===== src/verilog/sdram_cmd_map.svh =====
// Encodings and timing counts shared by both ends of the SDRAM command link.
`ifndef SDRAM_CMD_MAP_SVH
`define SDRAM_CMD_MAP_SVH

// ==========================================================================
// Command pin patterns {cs_n, ras_n, cas_n, we_n}.
`define PAT_NOP       4'h7
`define PAT_BSTOP     4'h6
`define PAT_READ      4'h5
`define PAT_WRITE     4'h4
`define PAT_ACT       4'h3
`define PAT_PRE       4'h2
`define PAT_REF       4'h1
`define PAT_MRS       4'h0
`define PAT_DESEL     4'h8
// ==========================================================================
// Widths and counts.
`define NUM_BANKS     4
`define ADDR_W        12
`define FLAG_BIT      10
`define BURST_LEN     8'h04
`define FULL_PAGE_LEN 8'hFF

`endif


===== src/verilog/sdram_cmd_pkg.sv =====
// Types shared by the SDRAM command decoder and its controller.
`default_nettype none
package sdram_cmd_pkg;
  // Decoded command classes.
  typedef enum logic [3:0] {
    CMD_NOP, CMD_DESEL, CMD_ACT, CMD_PRE, CMD_PREALL, CMD_READ, CMD_WRITE,
    CMD_MRS, CMD_BSTOP, CMD_AREF, CMD_SREF_IN, CMD_SREF_OUT, CMD_SUSP_IN,
    CMD_SUSP_OUT, CMD_PD_IN, CMD_PD_OUT
  } cmd_t;
  // Device clock-enable modes, Gray coded along normal -> suspend -> back.
  typedef enum logic [1:0] {
    MODE_RUN  = 2'h0,
    MODE_SUSP = 2'h1,
    MODE_PD   = 2'h2,
    MODE_SREF = 2'h3
  } mode_t;
endpackage
`default_nettype wire

===== src/verilog/sdram_cmd_if.sv =====
// Command pins between the SDRAM controller and the device decoder.
`default_nettype none
interface sdram_cmd_if;
  logic        cs_n;            // Chip select, active low.
  logic        ras_n;           // Row strobe, active low.
  logic        cas_n;           // Column strobe, active low.
  logic        we_n;            // Write strobe, active low.
  logic        cke;             // Clock enable, active high.
  logic        dqm;             // Byte mask, high masks data.
  logic        bank_select_low; // Bank select bit 0.
  logic        bank_select_high;// Bank select bit 1.
  logic [11:0] addr;            // Address lines, precharge flag at bit 10.
  modport ctrl (output cs_n, ras_n, cas_n, we_n, cke, dqm,
                output bank_select_low, bank_select_high, addr);
  modport dev  (input cs_n, ras_n, cas_n, we_n, cke, dqm,
                input bank_select_low, bank_select_high, addr);
endinterface
`default_nettype wire


===== src/verilog/sdram_cmd_decode.sv =====
// Device end: command decoder with clock-suspend and power-down handling.
`include "sdram_cmd_map.svh"
`default_nettype none
module sdram_cmd_decode (
  // Clock and reset.
  input  wire logic                  i_clk,
  input  wire logic                  i_reset,
  // Command pins.
  sdram_cmd_if.dev                   pins,
  // Decoded state towards the array.
  output logic                       o_cmd_valid,
  output sdram_cmd_pkg::cmd_t        o_cmd,
  output logic [1:0]                 o_cmd_bank,
  output logic [`NUM_BANKS-1:0]      o_bank_active,
  output sdram_cmd_pkg::mode_t       o_mode,
  output logic                       o_clk_run,
  output logic                       o_burst_busy,
  output logic                       o_data_enable,
  output logic                       o_illegal
);

  // ==========================================================================
  // State.
  logic                  cke_prev_r, cke_prev_nxt;     // Enable at the previous edge.
  sdram_cmd_pkg::mode_t  mode_r, mode_nxt;             // Clock-enable mode.
  logic                  run_r, run_nxt;               // Internal clock running.
  logic [`NUM_BANKS-1:0] act_r, act_nxt;               // Open banks.
  logic [7:0]            burst_r, burst_nxt;           // Remaining burst beats.
  logic                  full_page_r, full_page_nxt;   // Burst is full page.
  logic                  vld_r, vld_nxt;
  sdram_cmd_pkg::cmd_t   cmd_r, cmd_nxt;
  logic [1:0]            bank_r, bank_nxt;
  logic                  de_r, de_nxt;
  logic                  ill_r, ill_nxt;

  // Combinational views of the pins.
  logic [3:0] pat;
  logic [1:0] bank;
  logic       nop_like;

  assign pat      = {pins.cs_n, pins.ras_n, pins.cas_n, pins.we_n};
  assign bank     = {pins.bank_select_high, pins.bank_select_low};
  // Deselect or CS low with row and column strobes high both qualify.
  assign nop_like = pins.cs_n | (pins.ras_n & pins.cas_n);

  // ==========================================================================
  // Next-state logic. All pins are sampled only at the rising edge.
  always_comb begin
    cke_prev_nxt  = pins.cke;
    mode_nxt      = mode_r;
    run_nxt       = run_r;
    act_nxt       = act_r;
    burst_nxt     = burst_r;
    full_page_nxt = full_page_r;
    vld_nxt       = 1'b0;
    cmd_nxt       = cmd_r;
    bank_nxt      = bank;
    ill_nxt       = 1'b0;
    // Mask acts only while some bank is open.
    de_nxt        = (|act_r) & ~pins.dqm;
    // A running burst counts down only while the internal clock runs.
    if (run_r && burst_r != 8'h00 && !full_page_r) begin
      burst_nxt = burst_r - 8'h01;
    end
    unique case (mode_r)
      sdram_cmd_pkg::MODE_RUN: begin
        // Enable must have been high at the previous edge for normal commands.
        if (cke_prev_r && !pins.cke) begin
          vld_nxt = 1'b1;
          // Falling enable: suspend if any bank open or a burst runs.
          if ((|act_r) || burst_r != 8'h00) begin
            cmd_nxt  = sdram_cmd_pkg::CMD_SUSP_IN;
            mode_nxt = sdram_cmd_pkg::MODE_SUSP;
            // The freeze takes hold one edge after the low sample.
            run_nxt  = 1'b0;
          end else if (pat == `PAT_REF) begin
            cmd_nxt  = sdram_cmd_pkg::CMD_SREF_IN;
            mode_nxt = sdram_cmd_pkg::MODE_SREF;
            run_nxt  = 1'b0;
          end else if (nop_like) begin
            cmd_nxt  = sdram_cmd_pkg::CMD_PD_IN;
            mode_nxt = sdram_cmd_pkg::MODE_PD;
            run_nxt  = 1'b0;
          end else begin
            cmd_nxt = sdram_cmd_pkg::CMD_NOP;
            ill_nxt = 1'b1;
          end
        end else if (cke_prev_r) begin
          vld_nxt = 1'b1;
          if (pins.cs_n) begin
            cmd_nxt = sdram_cmd_pkg::CMD_DESEL;
          end else begin
            unique case (pat)
              `PAT_NOP: cmd_nxt = sdram_cmd_pkg::CMD_NOP;
              `PAT_ACT: begin
                cmd_nxt = sdram_cmd_pkg::CMD_ACT;
                if (act_r[bank]) ill_nxt = 1'b1;
                act_nxt[bank] = 1'b1;
              end
              `PAT_PRE: begin
                // Flag bit high closes every bank.
                if (pins.addr[`FLAG_BIT]) begin
                  cmd_nxt = sdram_cmd_pkg::CMD_PREALL;
                  act_nxt = '0;
                end else begin
                  cmd_nxt = sdram_cmd_pkg::CMD_PRE;
                  act_nxt[bank] = 1'b0;
                end
                burst_nxt = 8'h00;
                full_page_nxt = 1'b0;
              end
              `PAT_READ, `PAT_WRITE: begin
                cmd_nxt = pins.we_n ? sdram_cmd_pkg::CMD_READ
                                    : sdram_cmd_pkg::CMD_WRITE;
                if (act_r[bank]) begin
                  burst_nxt = `BURST_LEN;
                end else begin
                  ill_nxt = 1'b1;
                end
              end
              `PAT_BSTOP: begin
                cmd_nxt = sdram_cmd_pkg::CMD_BSTOP;
                // Only meaningful in full page; otherwise flagged.
                if (!full_page_r) ill_nxt = 1'b1;
                burst_nxt = 8'h00;
                full_page_nxt = 1'b0;
              end
              `PAT_REF: begin
                cmd_nxt = sdram_cmd_pkg::CMD_AREF;
                if (|act_r) ill_nxt = 1'b1;
              end
              `PAT_MRS: begin
                cmd_nxt = sdram_cmd_pkg::CMD_MRS;
                if (|act_r) ill_nxt = 1'b1;
              end
              default: cmd_nxt = sdram_cmd_pkg::CMD_NOP;
            endcase
          end
        end
      end
      sdram_cmd_pkg::MODE_SUSP: begin
        // New commands ignored; exit one edge after enable returns.
        if (!cke_prev_r && pins.cke) begin
          vld_nxt  = 1'b1;
          cmd_nxt  = sdram_cmd_pkg::CMD_SUSP_OUT;
          mode_nxt = sdram_cmd_pkg::MODE_RUN;
          run_nxt  = 1'b1;
        end
      end
      sdram_cmd_pkg::MODE_PD: begin
        if (!cke_prev_r && pins.cke) begin
          vld_nxt = 1'b1;
          if (nop_like) begin
            cmd_nxt  = sdram_cmd_pkg::CMD_PD_OUT;
            mode_nxt = sdram_cmd_pkg::MODE_RUN;
            run_nxt  = 1'b1;
          end else begin
            cmd_nxt = sdram_cmd_pkg::CMD_NOP;
            ill_nxt = 1'b1;
          end
        end
      end
      sdram_cmd_pkg::MODE_SREF: begin
        // Only enable is heard here; it returning high ends self refresh.
        if (pins.cke) begin
          vld_nxt  = 1'b1;
          cmd_nxt  = sdram_cmd_pkg::CMD_SREF_OUT;
          mode_nxt = sdram_cmd_pkg::MODE_RUN;
          run_nxt  = 1'b1;
        end
      end
    endcase
  end

  // ==========================================================================
  // Registers.
  always_ff @(posedge i_clk) begin
    if (i_reset) begin
      cke_prev_r  <= 1'b1;
      mode_r      <= sdram_cmd_pkg::MODE_RUN;
      run_r       <= 1'b1;
      act_r       <= '0;
      burst_r     <= 8'h00;
      full_page_r <= 1'b0;
      vld_r       <= 1'b0;
      cmd_r       <= sdram_cmd_pkg::CMD_NOP;
      bank_r      <= 2'h0;
      de_r        <= 1'b0;
      ill_r       <= 1'b0;
    end else begin
      cke_prev_r  <= cke_prev_nxt;
      mode_r      <= mode_nxt;
      run_r       <= run_nxt;
      act_r       <= act_nxt;
      burst_r     <= burst_nxt;
      full_page_r <= full_page_nxt;
      vld_r       <= vld_nxt;
      cmd_r       <= cmd_nxt;
      bank_r      <= bank_nxt;
      de_r        <= de_nxt;
      ill_r       <= ill_nxt;
    end
  end

  assign o_cmd_valid   = vld_r;
  assign o_cmd         = cmd_r;
  assign o_cmd_bank    = bank_r;
  assign o_bank_active = act_r;
  assign o_mode        = mode_r;
  assign o_clk_run     = run_r;
  assign o_burst_busy  = (burst_r != 8'h00);
  assign o_data_enable = de_r;
  assign o_illegal     = ill_r;

endmodule // sdram_cmd_decode
`default_nettype wire


===== src/flat_wrapper.sv =====
// flat-port wrapper written by rule: the top's interface ports become plain ports
module sdram_cmd_decode_flat 
  (i_clk, i_reset, o_cmd_valid, o_cmd, o_cmd_bank, o_bank_active, o_mode, o_clk_run, o_burst_busy, o_data_enable, o_illegal, pins_cs_n, pins_ras_n, pins_cas_n, pins_we_n, pins_cke, pins_dqm, pins_bank_select_low, pins_bank_select_high, pins_addr);
  sdram_cmd_if pins_i ();
  input  wire logic i_clk;
  input  wire logic i_reset;
  output logic o_cmd_valid;
  output sdram_cmd_pkg::cmd_t o_cmd;
  output logic [1:0] o_cmd_bank;
  output logic [`NUM_BANKS-1:0] o_bank_active;
  output sdram_cmd_pkg::mode_t o_mode;
  output logic o_clk_run;
  output logic o_burst_busy;
  output logic o_data_enable;
  output logic o_illegal;
  input wire logic [$bits(pins_i.cs_n)-1:0] pins_cs_n;
  input wire logic [$bits(pins_i.ras_n)-1:0] pins_ras_n;
  input wire logic [$bits(pins_i.cas_n)-1:0] pins_cas_n;
  input wire logic [$bits(pins_i.we_n)-1:0] pins_we_n;
  input wire logic [$bits(pins_i.cke)-1:0] pins_cke;
  input wire logic [$bits(pins_i.dqm)-1:0] pins_dqm;
  input wire logic [$bits(pins_i.bank_select_low)-1:0] pins_bank_select_low;
  input wire logic [$bits(pins_i.bank_select_high)-1:0] pins_bank_select_high;
  input wire logic [$bits(pins_i.addr)-1:0] pins_addr;
  assign pins_i.cs_n = pins_cs_n;
  assign pins_i.ras_n = pins_ras_n;
  assign pins_i.cas_n = pins_cas_n;
  assign pins_i.we_n = pins_we_n;
  assign pins_i.cke = pins_cke;
  assign pins_i.dqm = pins_dqm;
  assign pins_i.bank_select_low = pins_bank_select_low;
  assign pins_i.bank_select_high = pins_bank_select_high;
  assign pins_i.addr = pins_addr;
  sdram_cmd_decode u_core (.i_clk(i_clk), .i_reset(i_reset), .pins(pins_i), .o_cmd_valid(o_cmd_valid), .o_cmd(o_cmd), .o_cmd_bank(o_cmd_bank), .o_bank_active(o_bank_active), .o_mode(o_mode), .o_clk_run(o_clk_run), .o_burst_busy(o_burst_busy), .o_data_enable(o_data_enable), .o_illegal(o_illegal));
endmodule

===== config.mk =====
export PLATFORM = sky130hd
export DESIGN_NAME = sdram_cmd_decode_flat
export DESIGN_NICKNAME = d
export VERILOG_FILES = /design/src/verilog/sdram_cmd_pkg.sv /design/src/verilog/sdram_cmd_if.sv /design/src/verilog/sdram_cmd_decode.sv /design/src/flat_wrapper.sv
export VERILOG_INCLUDE_DIRS = /design/src /design/src/verilog
export SDC_FILE = /design/constraint.sdc
export NUM_CORES = 1
export LEC_CHECK = 0
export BUFFER_PORTS_ARGS = -buffer_cell sky130_fd_sc_hd__buf_2
export CAP_MARGIN = 15
export CORE_ASPECT_RATIO = 0.7
export CORE_MARGIN = 3
export CORE_UTILIZATION = 45
export DETAILED_ROUTE_END_ITERATION = 10
export GPL_ROUTABILITY_DRIVEN = 0
export MAX_ROUTING_LAYER = met4
export PLACE_DENSITY = 0.66
export SYNTH_ARGS = -nofsm -noshare
export SYNTH_HDL_FRONTEND = slang
export SYNTH_SLANG_ARGS = --single-unit

===== constraint.sdc =====
create_clock -name i_clk -period 2.4 [get_ports i_clk]
set_input_delay 0.6 -clock i_clk [delete_from_list [all_inputs] [get_ports i_clk]]
set_output_delay 0.6 -clock i_clk [all_outputs]
set_load 0.05 [all_outputs]

==> key figures <==
Status
  – Status: finished, final reports clean

Synth
  – Largest cells by area after synthesis: dfxtp_1 (34%), nor2_1 (5.3%), ha_1 (4.2%)
  – Biggest area consumer among synthesized cells: dfxtp_1
  – Register area share after synthesis: 0.336
  – Post-synth ARST share: 0
  – Most common library cells after synthesis: dfxtp_1 (25), nor2_1 (21), nand2_1 (14)
  – Syn. warnings: 0
  – #FFs+latches synth: 25
  – Distinct cells, synth: 51
  – Top_reg_cell synth: dfxtp_1
  – Post-Synthesis Cells: 181
  – Synth top area share: 0.336
  – Syn nets: 208
  – Netlist Area Pre-Place: 1490 µm²
  – Most instantiated library cell after synthesis: dfxtp_1
  – Avg Cell Area, Syn: 8.22 µm²
  – Number of synthesized flops with an enable pin: 0

Clock tree
  – H-tree levels: 1
  – CTS tree: yes
  – Cts-stage hold buffer count: 0
  – Clock Tree Root: clkbuf_8
  – Clk slew on worst S/H paths: 0.09 ns
  – Clock Path Buffers: 2
  – Clock tree sinks: 25
  – TritonCTS Buffers: 3
  – Clock latency on the worst-skew pair: 0.28 ns

STA
  – Setup violations, final: 0
  – Worst-Margin Slew: 0.584 ns
  – Setup TNS: 0 ns
  – Clk_skew: 0.00768 ns
  – RSZ-0062 raised after global routing: false
  – Relative slew slack: 0.610
  – Fin crit period: 2.30 ns
  – Final hold vios: 0
  – Final Max Tran Viols: 0
  – Final Cycle Share: 0.956
  – Fmax: 0.436 GHz

Worst setup path
  – Critical Path End Type: output port
  – Critical-path maximum fanout: 4
  – Startpoint Class: flop
  – CP arrival: 1.70 ns
  – R2R depth: 7
  – Reg2Reg Capture Point: u_core.o_mode[0]
  – Worst Path Required: 1.80 ns
  – R2r setup slk: 0.33 ns
  – CP Class: flop to output port
  – Reg-to-Reg Start: u_core.o_mode[0]

Routing
  – Drt wl/cell: 14.4 µm
  – Violation count after the first detailed-routing iteration: 72
  – Post-Route WL: 3530 µm
  – Via count: 1384
  – Routed vias/inst: 5.67
  – DRC: 0
  – ANT nets after route: 0
  – DR pass1 iterations: 4

Floorplanning
  – Starting Density: 0.502
  – I/O pin cnt: 39
  – Die height: 54.1 µm
  – Core box area: 2960 µm²
  – Site Rows: 16
  – Die Area: 4040 µm²
  – Die W: 74.7 µm

Flow run
  – Max-cap violations: 0

GRT
  – Number of global-route vias before repair: 1283
  – Global-route wire length before repair: 6120 µm
  – Initial antenna violation count: 0
  – GRT overflow: 0
  – Largest net degree at the start of global routing: 16
  – GR Util All Layers: 0.208

Power
  – Cell Pwr Density: 1280 nW/µm²
  – Maximum vdd drop: 0.842 mV
  – Lkg Pwr: 0.000709 µW

Layout
  – Share of layout cells above drive strength 1: 0.221
  – Area added between synthesis and finish: 16.2%
  – Antenna diodes: 0
  – Non-filler cells, final: 244
  – Nets: 236

Hold path
  – Hold Path Stages: 2
  – Min-delay src: pins_dqm
  – HP Class: input pin to flop
  – Hold endpoint: u_core.o_data_enable

Placement
  – Hpwl dp: 2650 µm
  – Port bufs: 27
  – Placed insts: 239
layer usage:
metal | global-route usage | part of all wire | vias up
met3 | 0.0448 | 0.052 | 4
met2 | 0.318 | 0.44 | 36
met4 | 0.0592 | 0.011 | 0
met5 | - | 0 | -
met1 | 0.277 | 0.50 | 631
li1 | - | - | 713
repair_timing:
item | in CTS | in global routing
setup endpoints to repair | 1 | 1
setup buffers | 1 | 0
resized for setup | 4 | 3
worst max-delay path: stages, from the launching register on:
cell     delay, ns
dfxtp_2       0.33
inv_2         0.08
ha_4          0.14
or4b_4        0.46
or2_4         0.26
buf_6         0.15
power by group:
group          total [µW]  internal (µW)  switching, µW
sequential            625            531           94.5
clock                 265            118            147
combinational        1320            507            818
worst max path at each step:
stage,start,end,cells past startpoint
after floorplan,u_core.o_mode[0],u_core.o_mode[0],7
after global placement,u_core.burst_r[0],o_burst_busy,5
after detailed placement,u_core.burst_r[0],o_burst_busy,5
after CTS,u_core.burst_r[0],o_burst_busy,5
after global routing,u_core.burst_r[0],o_burst_busy,5
final,u_core.burst_r[0],o_burst_busy,5
sequential cells by signal, indices dropped and copies added (netlist names):
signal and count:
u_core.burst_r 8, u_core.cke_prev_r 1, u_core.o_bank_active 4, u_core.o_clk_run 1, u_core.o_cmd 4, u_core.o_cmd_bank 2, u_core.o_cmd_valid 1, u_core.o_data_enable 1
u_core.o_illegal 1, u_core.o_mode 2
stage by stage:
step / worst slack [ns] / hold WS [ns] / util / area, µm² / power (µW)
2_1_floorplan: 0.203 / 0.493 / - / 1490 / 1610
3_3_place_gp: 0.192 / 0.462 / 0.557 / 1650 / 1840
3_5_place_dp: 0.174 / 0.473 / 0.557 / 1650 / 1870
4_1_cts: 0.0414 / 0.467 / 0.580 / 1720 / 2200
5_1_grt: 0.0370 / 0.475 / 0.584 / 1730 / 2390
6_report: 0.105 / 0.471 / 0.584 / 1730 / 2210
cell type report:
| class | count | area [µm²] |
|---|---|---|
| Clock buffer | 3 | 41.3 |
| Clock inverter | 1 | 7.51 |
| Fill cell | 258 | 1230 |
| Inverter | 11 | 41.3 |
| Multi-Input combinational cell | 139 | 936 |
| Sequential cell | 25 | 502 |
| Tap cell | 36 | 45.0 |
| Timing Repair Buffer | 29 | 156 |
cell usage in the layout, fill, tap and decap left out, drive strengths merged, types with 2 or more instances in the layout:
master  count
a211oi      5
a21oi      10
a31oi       5
buf        29
clkbuf      3
dfxtp      25
ha          5
inv        10
nand2      15
nand2b      9
nand3       6
nor2       21
nor2b       5
nor3        8
nor4        3
o21a        3
o21ai      10
o221a       2
o31ai       4
o32ai       2
or3         2
or4b        2
xnor2       4
xor2        2
kinds of logic (layout without fill, tap and decap cells):
kind of cell             Yosys count  after routing  synth area share
AO/OA/AOI/OAI                     50             50             0.231
buffers and inverters             17             44            0.0446
adder cells (fa/ha/maj)            5              5            0.0421
XOR/XNOR                           6              6            0.0353
AND/OR/NAND/NOR                   76             76             0.288
flip-flops                        25             25             0.336
multiplexers                       2              2            0.0219
(Power assumes the default switching activity.)
